File: src/core/cmbs_pkg.sv
// cmbs_pkg: register map, field layouts, reset values, mode encodings and
// fixed divider factors for the clock mode and boot select block.
// assumes a 32-bit AHB-Lite register window decoded on the low address byte.
package cmbs_pkg;

	// register byte offsets
	localparam logic [7:0]  REG_CTRL_ADDR   = 8'h00;
	localparam logic [7:0]  REG_PLL_ADDR    = 8'h04;
	localparam logic [7:0]  REG_STATUS_ADDR = 8'h08;
	localparam logic [7:0]  REG_BOOT_ADDR   = 8'h0C;

	// field widths and positions
	localparam int          CTRL_WIDTH      = 11;
	localparam int          PLL_WIDTH       = 8;
	localparam int          STATUS_WIDTH    = 10;
	localparam int          ST_OSC_FAIL_BIT = 7;
	localparam int          ST_LOCK_LOST_BIT = 8;
	localparam int          BOOT_PC_LSB     = 16;

	// fixed factors and timing
	localparam logic [3:0]  P_FACTOR        = 4'h1;
	localparam logic [3:0]  K_FACTOR        = 4'h2;
	localparam logic [3:0]  SYS_TO_CPU_DIV  = 4'h3;
	localparam logic [3:0]  SLOWDOWN_NONE   = 4'h1;
	localparam logic [1:0]  BOOT_SETTLE_CYC = 2'h3;
	localparam logic [15:0] PC_START        = 16'h0000;

	typedef enum logic [1:0] {
		CM_PLL       = 2'b00,
		CM_PRESCALER = 2'b01,
		CM_PLL_BASE  = 2'b11
	} cmbs_clk_mode_type;

	typedef enum logic [1:0] {
		BM_USER      = 2'b00,
		BM_LOADER    = 2'b01,
		BM_DEBUG     = 2'b11,
		BM_USER_JTAG = 2'b10
	} cmbs_boot_mode_type;

	typedef enum logic [1:0] {
		PM_ACTIVE    = 2'b00,
		PM_IDLE      = 2'b01,
		PM_SLOWDOWN  = 2'b11,
		PM_POWERDOWN = 2'b10
	} cmbs_power_mode_type;

	typedef enum logic [1:0] {
		CO_SYS    = 2'b00,
		CO_CPU    = 2'b01,
		CO_PERIPH = 2'b11,
		CO_FLASH  = 2'b10
	} cmbs_clock_output_pin_sel_type;

	typedef enum logic [1:0] {
		BP_SYNC  = 2'b00,
		BP_LATCH = 2'b01,
		BP_DONE  = 2'b11
	} cmbs_boot_phase_type;

	// control register, bit 0 upward: slowdown, extOsc, toggle_latch_enable, clkOutSel, clkOutEn, powerMode
	typedef struct packed {
		logic [1:0] powerMode;
		logic       clkOutEnable;
		logic [1:0] clkOutSel;
		logic       toggleLatchEnable;
		logic       extOscSelect;
		logic [3:0] slowdownFactor;
	} cmbs_ctrl_type;

	// pll register, bit 0 upward: oscDisconnect, vcoBypass, multiplier
	typedef struct packed {
		logic [5:0] pllMultiplier;
		logic       vcoBypass;
		logic       oscDisconnect;
	} cmbs_pll_type;

	typedef struct packed {
		logic [15:0] pcStart;
		logic [1:0]  bootMode;
		logic        bootValid;
		logic        jtagPinsActive;
		logic        debugRefused;
	} cmbs_boot_type;

	typedef struct packed {
		logic [1:0] clkMode;
		logic       oscToPll;
		logic       vcoBypassed;
		logic [5:0] pllMultN;
		logic [3:0] preDivP;
		logic [3:0] postDivK;
		logic       oscSourceExt;
		logic       oscEnable;
		logic       pllEnable;
	} cmbs_clk_cfg_type;

	localparam logic [CTRL_WIDTH-1:0] CTRL_RESET = 11'h001;
	localparam logic [PLL_WIDTH-1:0]  PLL_RESET  = 8'h3C;

endpackage : cmbs_pkg

File: src/core/cmbs_core.sv
// cmbs_core: boot option latch and clock generation control with AHB-Lite registers.
// assumes boot and oscillator status pins are asynchronous; clocks are modelled
// as one-cycle enable ticks of clk_sys, where every clk_sys cycle stands for f_sys.
`timescale 1ns/1ps
module cmbs_core
	import cmbs_pkg::*;
(
	input  logic             clk_sys,          // 40 MHz system clock
	input  logic             rstn,             // async reset, active low
	input  logic             hsel,             // ahb slave select
	input  logic [31:0]      haddr,            // ahb address
	input  logic [1:0]       htrans,           // ahb transfer type
	input  logic             hwrite,           // ahb write
	input  logic [2:0]       hsize,            // ahb size, word only
	input  logic [31:0]      hwdata,           // ahb write data
	input  logic             hready,           // ahb bus ready
	output logic [31:0]      hrdata,           // ahb read data
	output logic             hreadyout,        // ahb slave ready
	output logic             hresp,            // ahb response, always okay
	input  logic             modeBootPin,      // boot strap pin
	input  logic             tmsPin,           // test-mode-select pin
	input  logic             port0FirstPinIn,  // port0 first pin, input side
	output logic             clockOutputPinOut,// port0 first pin, output level
	output logic             clockOutputPinOe, // port0 first pin, output enable
	input  logic             flashProtected,   // flash read protection active
	input  logic             oscRunning,       // oscillator run detector
	input  logic             pllLocked,        // pll lock detector
	output cmbs_boot_type    bootInfo,         // latched boot option
	output cmbs_clk_cfg_type clkCfg,           // clock path configuration
	output logic             cpuClkTick,       // cpu clock enable tick
	output logic             periphClkTick,    // peripheral clock enable tick
	output logic             captureCompareClkTick, // capture-compare clock tick
	output logic             flashFastClkTick  // flash fast clock tick
);
	cmbs_ctrl_type       ctrl_ff;
	cmbs_pll_type        pll_ff;
	cmbs_boot_phase_type phase_ff;
	cmbs_boot_type       boot_ff;
	cmbs_clk_cfg_type    clkCfg_ff;
	cmbs_boot_mode_type  nxt_bootMode;
	cmbs_clk_mode_type   nxt_clkMode;
	cmbs_power_mode_type powerMode;

	logic [1:0]  settle_ff;
	logic        nxt_debugRefused;
	logic        nxt_jtag;
	logic [2:0]  pinSync;
	logic [2:0]  statSync;
	logic        oscRunPrev_ff;
	logic        pllLockPrev_ff;
	logic        oscFail_ff;
	logic        lockLost_ff;
	logic        wrPend_ff;
	logic [7:0]  wrAddr_ff;
	logic [31:0] rdata_ff;
	logic        hreadyout_ff;
	logic        addrPhase;
	logic [31:0] readMux;
	logic        sysRun;
	logic        baseTick;
	logic        slowTick;
	logic [3:0]  slowRatio;
	logic        cpuTick_ff;
	logic        periphTick_ff;
	logic        ccuTick_ff;
	logic        flashTick_ff;
	logic        selTick;
	logic        clock_output_pin_ff;
	logic        clkOutOe_ff;

	assign powerMode = cmbs_power_mode_type'(ctrl_ff.powerMode);

	cmbs_sync2 #(.WIDTH(3)) u_pin_sync (
		.clk_sys(clk_sys),
		.rstn   (rstn),
		.asyncIn({modeBootPin, tmsPin, port0FirstPinIn}),
		.syncOut(pinSync)
	);

	cmbs_sync2 #(.WIDTH(3)) u_stat_sync (
		.clk_sys(clk_sys),
		.rstn   (rstn),
		.asyncIn({flashProtected, oscRunning, pllLocked}),
		.syncOut(statSync)
	);

	// boot decode from synchronised strap levels
	always_comb
	begin
		nxt_bootMode     = BM_USER;
		nxt_debugRefused = 1'b0;
		nxt_jtag         = 1'b0;
		unique case ({pinSync[2], pinSync[1]})
			2'b10: nxt_bootMode = BM_USER;
			2'b00: nxt_bootMode = BM_LOADER;
			2'b01:
			begin
				if (!pinSync[0] && !statSync[2])
				begin
					nxt_bootMode = BM_DEBUG;
					nxt_jtag     = 1'b1;
				end
				else
				begin
					// refused or undefined combination falls back to user mode
					nxt_bootMode     = BM_USER;
					nxt_debugRefused = !pinSync[0];
				end
			end
			2'b11:
			begin
				nxt_bootMode = BM_USER_JTAG;
				nxt_jtag     = !pinSync[0];
			end
		endcase
	end

	// waits for the strap synchronisers to settle, then latches once
	always_ff @(posedge clk_sys or negedge rstn)
	begin
		if (!rstn)
		begin
			phase_ff  <= BP_SYNC;
			settle_ff <= 2'h0;
			boot_ff   <= '0;
		end
		else
		begin
			unique case (phase_ff)
				BP_SYNC:
				begin
					settle_ff <= settle_ff + 2'h1;
					if (settle_ff == BOOT_SETTLE_CYC - 2'h1)
						phase_ff <= BP_LATCH;
				end
				BP_LATCH:
				begin
					boot_ff.bootMode       <= nxt_bootMode;
					boot_ff.bootValid      <= 1'b1;
					boot_ff.jtagPinsActive <= nxt_jtag;
					boot_ff.debugRefused   <= nxt_debugRefused;
					boot_ff.pcStart        <= PC_START;
					phase_ff               <= BP_DONE;
				end
				BP_DONE: phase_ff <= BP_DONE;
				default: phase_ff <= BP_SYNC;
			endcase
		end
	end

	// clock mode from disconnect and bypass bits
	always_comb
	begin
		if (pll_ff.oscDisconnect)
			nxt_clkMode = CM_PLL_BASE;
		else if (pll_ff.vcoBypass)
			nxt_clkMode = CM_PRESCALER;
		else
			nxt_clkMode = CM_PLL;
	end

	always_ff @(posedge clk_sys or negedge rstn)
	begin
		if (!rstn)
		begin
			clkCfg_ff <= '0;
		end
		else
		begin
			clkCfg_ff.clkMode      <= nxt_clkMode;
			clkCfg_ff.oscToPll     <= !pll_ff.oscDisconnect;
			clkCfg_ff.vcoBypassed  <= (nxt_clkMode == CM_PRESCALER);
			// multiplier only applies when the vco tracks the oscillator
			clkCfg_ff.pllMultN     <= (nxt_clkMode == CM_PLL) ? pll_ff.pllMultiplier
			                                                  : 6'h01;
			clkCfg_ff.preDivP      <= (nxt_clkMode == CM_PLL_BASE) ? 4'h1 : P_FACTOR;
			clkCfg_ff.postDivK     <= K_FACTOR;
			clkCfg_ff.oscSourceExt <= ctrl_ff.extOscSelect;
			clkCfg_ff.oscEnable    <= (powerMode != PM_POWERDOWN);
			clkCfg_ff.pllEnable    <= (powerMode != PM_POWERDOWN);
		end
	end

	// clock enables: f_sys, a third of it for cpu and peripherals, slow-down on top
	assign sysRun    = (powerMode != PM_POWERDOWN);
	assign slowRatio = (powerMode == PM_SLOWDOWN) ? ctrl_ff.slowdownFactor
	                                              : SLOWDOWN_NONE;

	cmbs_tick_div u_base_div (
		.clk_sys(clk_sys),
		.rstn   (rstn),
		.tickIn (sysRun),
		.ratio  (SYS_TO_CPU_DIV),
		.tickOut(baseTick)
	);

	cmbs_tick_div u_slow_div (
		.clk_sys(clk_sys),
		.rstn   (rstn),
		.tickIn (baseTick),
		.ratio  (slowRatio),
		.tickOut(slowTick)
	);

	always_ff @(posedge clk_sys or negedge rstn)
	begin
		if (!rstn)
		begin
			cpuTick_ff    <= 1'b0;
			periphTick_ff <= 1'b0;
			ccuTick_ff    <= 1'b0;
			flashTick_ff  <= 1'b0;
		end
		else
		begin
			cpuTick_ff    <= slowTick && (powerMode != PM_IDLE);
			periphTick_ff <= slowTick;
			ccuTick_ff    <= slowTick;
			flashTick_ff  <= sysRun;
		end
	end

	// clock output pin with optional toggle latch
	always_comb
	begin
		unique case (cmbs_clock_output_pin_sel_type'(ctrl_ff.clkOutSel))
			CO_SYS:    selTick = sysRun;
			CO_CPU:    selTick = cpuTick_ff;
			CO_PERIPH: selTick = periphTick_ff;
			CO_FLASH:  selTick = flashTick_ff;
		endcase
	end

	always_ff @(posedge clk_sys or negedge rstn)
	begin
		if (!rstn)
		begin
			clock_output_pin_ff   <= 1'b0;
			clkOutOe_ff <= 1'b0;
		end
		else
		begin
			// pin is a strap input until the boot option is latched
			clkOutOe_ff <= ctrl_ff.clkOutEnable && boot_ff.bootValid;
			if (ctrl_ff.toggleLatchEnable)
			begin
				if (selTick)
					clock_output_pin_ff <= !clock_output_pin_ff;
			end
			else
				clock_output_pin_ff <= selTick;
		end
	end

	// fail-safe detection: sticky flags, set wins over clear
	always_ff @(posedge clk_sys or negedge rstn)
	begin
		if (!rstn)
		begin
			oscRunPrev_ff  <= 1'b0;
			pllLockPrev_ff <= 1'b0;
			oscFail_ff     <= 1'b0;
			lockLost_ff    <= 1'b0;
		end
		else
		begin
			oscRunPrev_ff  <= statSync[1];
			pllLockPrev_ff <= statSync[0];
			if (oscRunPrev_ff && !statSync[1] && sysRun)
				oscFail_ff <= 1'b1;
			else if (wrPend_ff && wrAddr_ff == REG_STATUS_ADDR && hwdata[ST_OSC_FAIL_BIT])
				oscFail_ff <= 1'b0;
			if (pllLockPrev_ff && !statSync[0] && clkCfg_ff.clkMode == CM_PLL && sysRun)
				lockLost_ff <= 1'b1;
			else if (wrPend_ff && wrAddr_ff == REG_STATUS_ADDR && hwdata[ST_LOCK_LOST_BIT])
				lockLost_ff <= 1'b0;
		end
	end

	// ahb-lite slave: reads answered from a flop in the data phase
	assign addrPhase = hsel && htrans[1] && hready;

	always_comb
	begin
		readMux = 32'h0000_0000;
		unique case (haddr[7:0])
			REG_CTRL_ADDR:   readMux[CTRL_WIDTH-1:0] = ctrl_ff;
			REG_PLL_ADDR:    readMux[PLL_WIDTH-1:0]  = pll_ff;
			REG_STATUS_ADDR: readMux[STATUS_WIDTH-1:0] = {boot_ff.debugRefused, lockLost_ff,
			                     oscFail_ff, statSync[0], statSync[1], 1'b0, powerMode,
			                     clkCfg_ff.clkMode};
			REG_BOOT_ADDR:   readMux = {boot_ff.pcStart, 11'h000, boot_ff.debugRefused,
			                     boot_ff.jtagPinsActive, boot_ff.bootValid, boot_ff.bootMode};
			default:         readMux = 32'h0000_0000;
		endcase
	end

	always_ff @(posedge clk_sys or negedge rstn)
	begin
		if (!rstn)
		begin
			wrPend_ff    <= 1'b0;
			wrAddr_ff    <= 8'h00;
			rdata_ff     <= 32'h0000_0000;
			hreadyout_ff <= 1'b0;
		end
		else
		begin
			hreadyout_ff <= 1'b1;
			wrPend_ff    <= addrPhase && hwrite;
			if (addrPhase)
				wrAddr_ff <= haddr[7:0];
			if (addrPhase && !hwrite)
				rdata_ff <= readMux;
		end
	end

	// software registers written in the data phase
	always_ff @(posedge clk_sys or negedge rstn)
	begin
		if (!rstn)
		begin
			ctrl_ff <= cmbs_ctrl_type'(CTRL_RESET);
			pll_ff  <= cmbs_pll_type'(PLL_RESET);
		end
		else if (wrPend_ff)
		begin
			if (wrAddr_ff == REG_CTRL_ADDR)
				ctrl_ff <= cmbs_ctrl_type'(hwdata[CTRL_WIDTH-1:0]);
			if (wrAddr_ff == REG_PLL_ADDR)
				pll_ff <= cmbs_pll_type'(hwdata[PLL_WIDTH-1:0]);
		end
	end

	assign hrdata                = rdata_ff;
	assign hreadyout             = hreadyout_ff;
	assign hresp                 = 1'b0;
	assign clockOutputPinOut     = clock_output_pin_ff;
	assign clockOutputPinOe      = clkOutOe_ff;
	assign bootInfo              = boot_ff;
	assign clkCfg                = clkCfg_ff;
	assign cpuClkTick            = cpuTick_ff;
	assign periphClkTick         = periphTick_ff;
	assign captureCompareClkTick = ccuTick_ff;
	assign flashFastClkTick      = flashTick_ff;
endmodule : cmbs_core

File: src/core/cmbs_sync2.sv
// cmbs_sync2: two-flop synchroniser for levels arriving from pins.
// assumes the inputs are quasi-static levels; no pulse capture.
`timescale 1ns/1ps
module cmbs_sync2 #(
	parameter int WIDTH = 1
) (
	input  logic             clk_sys, // system clock
	input  logic             rstn,    // async reset, active low
	input  logic [WIDTH-1:0] asyncIn, // level from outside the domain
	output logic [WIDTH-1:0] syncOut  // synchronised level
);
	logic [WIDTH-1:0] meta_ff;
	logic [WIDTH-1:0] sync_ff;

	always_ff @(posedge clk_sys or negedge rstn)
	begin
		if (!rstn)
		begin
			meta_ff <= '0;
			sync_ff <= '0;
		end
		else
		begin
			meta_ff <= asyncIn;
			sync_ff <= meta_ff;
		end
	end

	assign syncOut = sync_ff;
endmodule : cmbs_sync2

File: src/core/cmbs_tick_div.sv
// cmbs_tick_div: divides a stream of enable ticks by a programmable ratio.
// assumes ratio zero behaves as one; output is a one-cycle registered pulse.
`timescale 1ns/1ps
module cmbs_tick_div (
	input  logic       clk_sys, // system clock
	input  logic       rstn,    // async reset, active low
	input  logic       tickIn,  // input tick stream
	input  logic [3:0] ratio,   // division ratio
	output logic       tickOut  // one tick per ratio input ticks
);
	logic [3:0] cnt_ff;
	logic       tickOut_ff;
	logic [3:0] ratioEff;

	assign ratioEff = (ratio == 4'h0) ? 4'h1 : ratio;

	always_ff @(posedge clk_sys or negedge rstn)
	begin
		if (!rstn)
		begin
			cnt_ff     <= 4'h0;
			tickOut_ff <= 1'b0;
		end
		else
		begin
			tickOut_ff <= 1'b0;
			if (tickIn)
			begin
				if (cnt_ff >= ratioEff - 4'h1)
				begin
					cnt_ff     <= 4'h0;
					tickOut_ff <= 1'b1;
				end
				else
				begin
					cnt_ff <= cnt_ff + 4'h1;
				end
			end
		end
	end

	assign tickOut = tickOut_ff;
endmodule : cmbs_tick_div

File: config.mk
export PLATFORM = sky130hd
export DESIGN_NAME = cmbs_core
export DESIGN_NICKNAME = d
export VERILOG_FILES = /design/src/core/cmbs_pkg.sv /design/src/core/cmbs_core.sv /design/src/core/cmbs_sync2.sv /design/src/core/cmbs_tick_div.sv
export SDC_FILE = /design/constraint.sdc
export NUM_CORES = 1
export LEC_CHECK = 0
export BUFFER_PORTS_ARGS = -buffer_cell sky130_fd_sc_hd__buf_2
export CORE_UTILIZATION = 25
export DETAILED_ROUTE_END_ITERATION = 10
export GPL_TIMING_DRIVEN = 0
export MAX_ROUTING_LAYER = met4
export PLACE_DENSITY = 0.54
export SLEW_MARGIN = 20
export SYNTH_ARGS = -nofsm -noshare
export SYNTH_HDL_FRONTEND = slang
export SYNTH_SLANG_ARGS = --single-unit
File: constraint.sdc
create_clock -name clk_sys -period 6.09 [get_ports clk_sys]
set_input_delay 0 -clock clk_sys [delete_from_list [all_inputs] [get_ports clk_sys]]
set_output_delay 0 -clock clk_sys [all_outputs]
set_load 0.005 [all_outputs]
After elaboration in Yosys (flattened, before gate mapping)
Index checks and enable logic that the tools add are counted.

word-level totals
  flip-flop bits (word level) = 91
  latch bits = 0
  memory bits (writable) = 0
  memory bits (read-only) = 0
  input bits = 80
  output and inout port bits = 82
  logic and storage cells = 131
  memories kept = 0

operators by class
  $add $sub $neg = 4
  multiply operators = 0
  div/mod/pow operators = 0
  $lt $le $gt $ge = 2
  equal/unequal tests = 20
  shift operators = 0
  mux-type cells = 29
  bitwise operators = 0
  reductions and logical operators = 35

operator list
  kind                                                                                  count
  8-bit one-hot mux with 4 select lines                                                 1
  8-bit by 4-bit == test with 1-bit output (second input constant)                      3
  8-bit by 3-bit == test with 1-bit output (second input constant)                      2
  8-bit zero test                                                                       2
  4-bit two-way mux                                                                     4
  1-bit logical AND                                                                     15
  1-bit two-way mux                                                                     15
  2-bit == test (second input constant)                                                 7
  2-bit zero test                                                                       5
  4-bit by 1-bit adder with 4-bit output (second input constant)                        2
  2-bit by 1-bit == test with 1-bit output (second input constant)                      4
  2-bit one-hot mux with 2 select lines                                                 2
  2-bit one-hot mux with 4 select lines                                                 1
  1-bit zero test                                                                       7
  2-bit two-way mux                                                                     3
  6-bit two-way mux                                                                     1
  4-bit by 2-bit greater-or-equal comparator with 1-bit output (second input constant)  1
  4-bit greater-or-equal comparator                                                     1
  4-bit zero test                                                                       1
  2-bit by 1-bit inequality test with 1-bit output (second input constant)              2
  2-bit inequality test (second input constant)                                         2
  1-bit one-hot mux with 4 select lines                                                 1
  2-bit AND reduction                                                                   2
  2-bit nonzero test                                                                    2
  other kinds (4)                                                                       4

Logic depth before layout (Yosys ltp)
  depth in word-level cells = 8
  gate-level depth with buffers = 10
  mapped depth without buffers = 9

Hierarchy
From an unflattened synthesis, not the netlist that was laid out.

unflattened totals
  cells, all modules = 340
  area, all modules = 4229.1 um^2

modules (own cells, without submodules)
  module         times used  cells each  area an instance (um^2)  seq. area each (um^2)
  cmbs_core      1           254         3208.1                   1732.9
  cmbs_tick_div  2           37          360.3                    125.1
  cmbs_sync2     2           6           150.1                    150.1

Least setup slack after synthesis
OpenSTA, ideal clock, no wires.

  path type = flip-flop to flip-flop
  from = reg ctrl_ff (netlist bit powerMode[0])
  to = reg u_slow_div.cnt_ff[3]
  library setup time = 0.126 ns
  data arrival time = 2.113 ns
  data required time = 5.964 ns
  path slack = 3.851 ns
  stages on the path, launching flop included = 11
  buffers on the path = 1
  period minus slack after synthesis = 2.239 ns
  cells stage by stage = dfrtp_1 > clkbuf_1 > nand2_1 > nor3_1 > ha_1 > xor2_1 > ha_1 > nand2_1 > o21ai_0 > a21oi_1 > a311o_1

on the way
  cells in the longest elaborated chain, start to end = 7

ends and longest elaborated chain
  element                                          line                 text
  start: declaration                               cmbs_core.sv:35      cmbs_ctrl_type ctrl_ff;
  start signal: assignment                         cmbs_core.sv:323     ctrl_ff <= cmbs_ctrl_type'(CTRL_RESET);
  start signal: assignment                         cmbs_core.sv:329     ctrl_ff <= cmbs_ctrl_type'(hwdata[CTRL_WIDTH-1:0]);
  2-bit == test (*)                                cmbs_core.sv:186     assign slowRatio = (powerMode == PM_SLOWDOWN) ? ctrl_ff.slowdownFactor
  4-bit two-way mux (*)                            cmbs_core.sv:186
  4-bit zero test                                  cmbs_tick_div.sv:15  assign ratioEff = (ratio == 4'h0) ? 4'h1 : ratio;
  4-bit two-way mux (*)                            cmbs_tick_div.sv:15
  4-bit by 1-bit subtractor with 4-bit output (*)  cmbs_tick_div.sv:29  if (cnt_ff >= ratioEff - 4'h1)
  4-bit greater-or-equal comparator (*)            cmbs_tick_div.sv:29
  4-bit two-way mux (*)                            cmbs_tick_div.sv:29
  end signal: assignment                           cmbs_tick_div.sv:36  cnt_ff <= cnt_ff + 4'h1;
  end: declaration                                 cmbs_tick_div.sv:11  logic [3:0] cnt_ff;

Mark *: on every way between the ends. The rest lies on a longest branch, timed or not.
A chain may end at the register's enable or synchronous reset.

Worst setup path in the final report
Ends and elaborated chain as after synthesis.

==> metrics.txt <==
prevailing post-synth register cell=dfrtp_1; worst rel slew slack=0.599; min-delay worst type=input pin to asynchronous set/reset pin; RR Endpoint=u_slow_div.cnt_ff[3]$_DFFE_PN0P_; unrepaired setup endpoints after global routing=false; FF-to-FF setup slack=3.40 ns; share of the synthesized area in the top cell type=0.531; GR Overflow Total=0; Pwr Density=267 mW/mm²; core area=0.0158 mm²; EDFF count, synth=0; layout cells sized above 1=0.372; setup TNS=0 ns; Reg2Reg Depth=10; num rows=46; flops & latches, synth=91; CTS Buf Count=9; Setup crit end kind=flop; hpwl dp=6.75 mm; YS warnings=0; status=completed; Tot Pwr=1450 µW; Flop pwr share=0.484; Ant. Diodes=0; DR WL met2=4.19 mm; Initial Util=0.256; WL/cell=12.6 µm; fmax=0.371 GHz; Area Growth Syn to Fin=33.5%; die width=129 µm; min Tclk post-route=2.69 ns; buffers added on ports=68; initial antenna violation count=0; Area contributors post-synth=dfrtp_1 53%, buf_4 9.3%, mux2_2 7.5%; MaxCap Viol Count=0; # resized after CTS=0; final hold vios=0; synth unique cells=45; total track usage=0.117; WL met1=3.83 mm; internal power=1080 µW; # clock sinks=91; Filler cells=1,602; Synth top cells by count=86 x dfrtp_1, 50 x buf_4, 27 x mux2_2; via count=2,749; sw power=362 µW; Seq/Total Area, Yosys=0.564; final net count=570; count leader, synth=dfrtp_1; CTS H-Tree Depth=3; Slew Viols, Final=0; Least-Margin Pin Slew=0.601 ns; Syn Area/Cell=12.2 µm²; Setup crit start kind=flop; Clock power frac=0.386; worst path required time=6.31 ns; clock tree buffer depth=2; antenna-violating nets left=0; Clock transition at path regs=0.07 ns; final setup vio count=0; leakage=0.00269 µW; fin crit share=0.442; CP max FO=9; Arr. time, crit path=2.92 ns; via/cell ratio=3.92; vias in the first global route=2,683; DRT Pass-1 Iters=6; routed wire length=8.87 mm; largest net degree at the start of global routing=82; first-pass GRT wire length=14.0 mm; switching share of power=0.251; Root Buffer=clkbuf_16; die area=0.0167 mm²; Async S/R FF share, synth=1.00; post-synth top area cell=dfrtp_1; peak supply drop=0.173 mV; Starting DRT DRC Count=113; Gate Count Post-Synth=333; Worst Clk Skew=0.00854 ns; TritonCTS clock tree=built; gp weighted congestion=0.746; synthesized area=0.00405 mm²; die height=129 µm; max layer used=met4; Worst-Skew Late Latency=0.34 ns; number of remaining DRC errors=0; combinational share of power=0.131; IO Count=162; WS Path Type=flop to flop; RR Startpoint=powerMode[0]$_DFFE_PN0P_; Met3 Wirelength=680 µm
## registers in the layout, summed over array words and instances, names as in the netlist, 2 cells and up
register             count
bootInfo                 5
clkCfg                  12
ctrl_ff                  9
hrdata                  11
phase_ff                 2
pll_ff                   8
powerMode                2
settle_ff                2
u_base_div.cnt_ff        4
u_pin_sync.meta_ff       3
u_pin_sync.syncOut       3
u_slow_div.cnt_ff        4
u_stat_sync.meta_ff      3
u_stat_sync.syncOut      3
wrAddr_ff                8
## metal layers
metal	vias up	track usage
li1	1341	-
met1	1289	0.140
met2	103	0.184
met3	16	0.0355
met4	0	0.0443
met5	-	-
## power groups by stage
stage / clock network, µW / registers [µW] / logic (µW)
after CTS: 580 / 700 / 192
after floorplan: 0 / 698 / 114
after global placement: 0 / 708 / 170
final: 557 / 699 / 189
after detailed placement: 0 / 711 / 179
after global routing: 602 / 707 / 218
## cell families after synthesis
family,synth area share
XOR/XNOR,0.00649
multiplexers,0.115
AND/OR/NAND/NOR,0.106
AO/OA/AOI/OAI,0.0645
buffers and inverters,0.115
adder cells (fa/ha/maj),0.0278
flip-flops,0.564
other,0.00185
## worst max-delay path, stage by stage, from the launching register on
cell and delay (ns):
dfrtp_1 0.32, clkbuf_1 0.37, nand2_1 0.09, nor3_1 0.30, ha_1 0.22, xor2_1 0.08
ha_1 0.29, nand2_1 0.05, o21ai_0 0.30, a21oi_1 0.19, a311o_1 0.35
## area by class of cell
type,count,area (µm²),share of cell area
plain buffers,56,405,0.0750
clock buffers,9,225,0.0416
clock inverters,7,75.1,0.0139
inverters,16,60.1,0.0111
multi-input cells,213,1460,0.271
flip-flops and latches,91,2280,0.422
well taps,216,270,0.0500
repair buffers,94,624,0.115
## per-stage QoR
step / std cells / area (µm²) / util / worst slack, ns / hold WS (ns)
5_1_grt: 702 / 5410 / 0.342 / 3.05 / 0.0371
3_3_place_gp: 660 / 4820 / 0.305 / 3.42 / 0.107
2_1_floorplan: 376 / 4210 / - / 3.85 / -0.296
3_5_place_dp: 661 / 4860 / 0.307 / 3.41 / -0.179
6_report: 702 / 5410 / 0.342 / 3.40 / 0.0287
4_1_cts: 702 / 5410 / 0.342 / 3.37 / 0.0197
## worst max path at each step
stage	from	cells past startpoint	end
global placement	powerMode[0]$_DFFE_PN0P_	10	u_slow_div.cnt_ff[3]$_DFFE_PN0P_
CTS	powerMode[0]$_DFFE_PN0P_	10	u_slow_div.cnt_ff[3]$_DFFE_PN0P_
finish	powerMode[0]$_DFFE_PN0P_	10	u_slow_div.cnt_ff[3]$_DFFE_PN0P_
floorplan	powerMode[0]$_DFFE_PN0P_	10	u_slow_div.cnt_ff[3]$_DFFE_PN0P_
global route	powerMode[0]$_DFFE_PN0P_	10	u_slow_div.cnt_ff[3]$_DFFE_PN0P_
detailed placement	powerMode[0]$_DFFE_PN0P_	10	u_slow_div.cnt_ff[3]$_DFFE_PN0P_
## cells in the final DEF, fill, tap and decap left out, types with 9 or more instances in the layout
cell type      Yosys  final
buf_2              0     67
buf_4             50     50
clkbuf_16          0      9
conb_1             2     45
dfrtp_1           86     86
dlygate4sd3_1      0     25
ha_1               9      9
inv_1             16     16
mux2_2            27     27
nand2_1           24     24
nor2_1            11     11
nor2b_1            9      9
o21ai_0           16     16
## what timing repair did
action	CTS	global route
setup buffers	0	0
hold buffers	25	0
endpoints found under the hold margin	121	0
No activity file was read; power rests on OpenSTA's default activity.
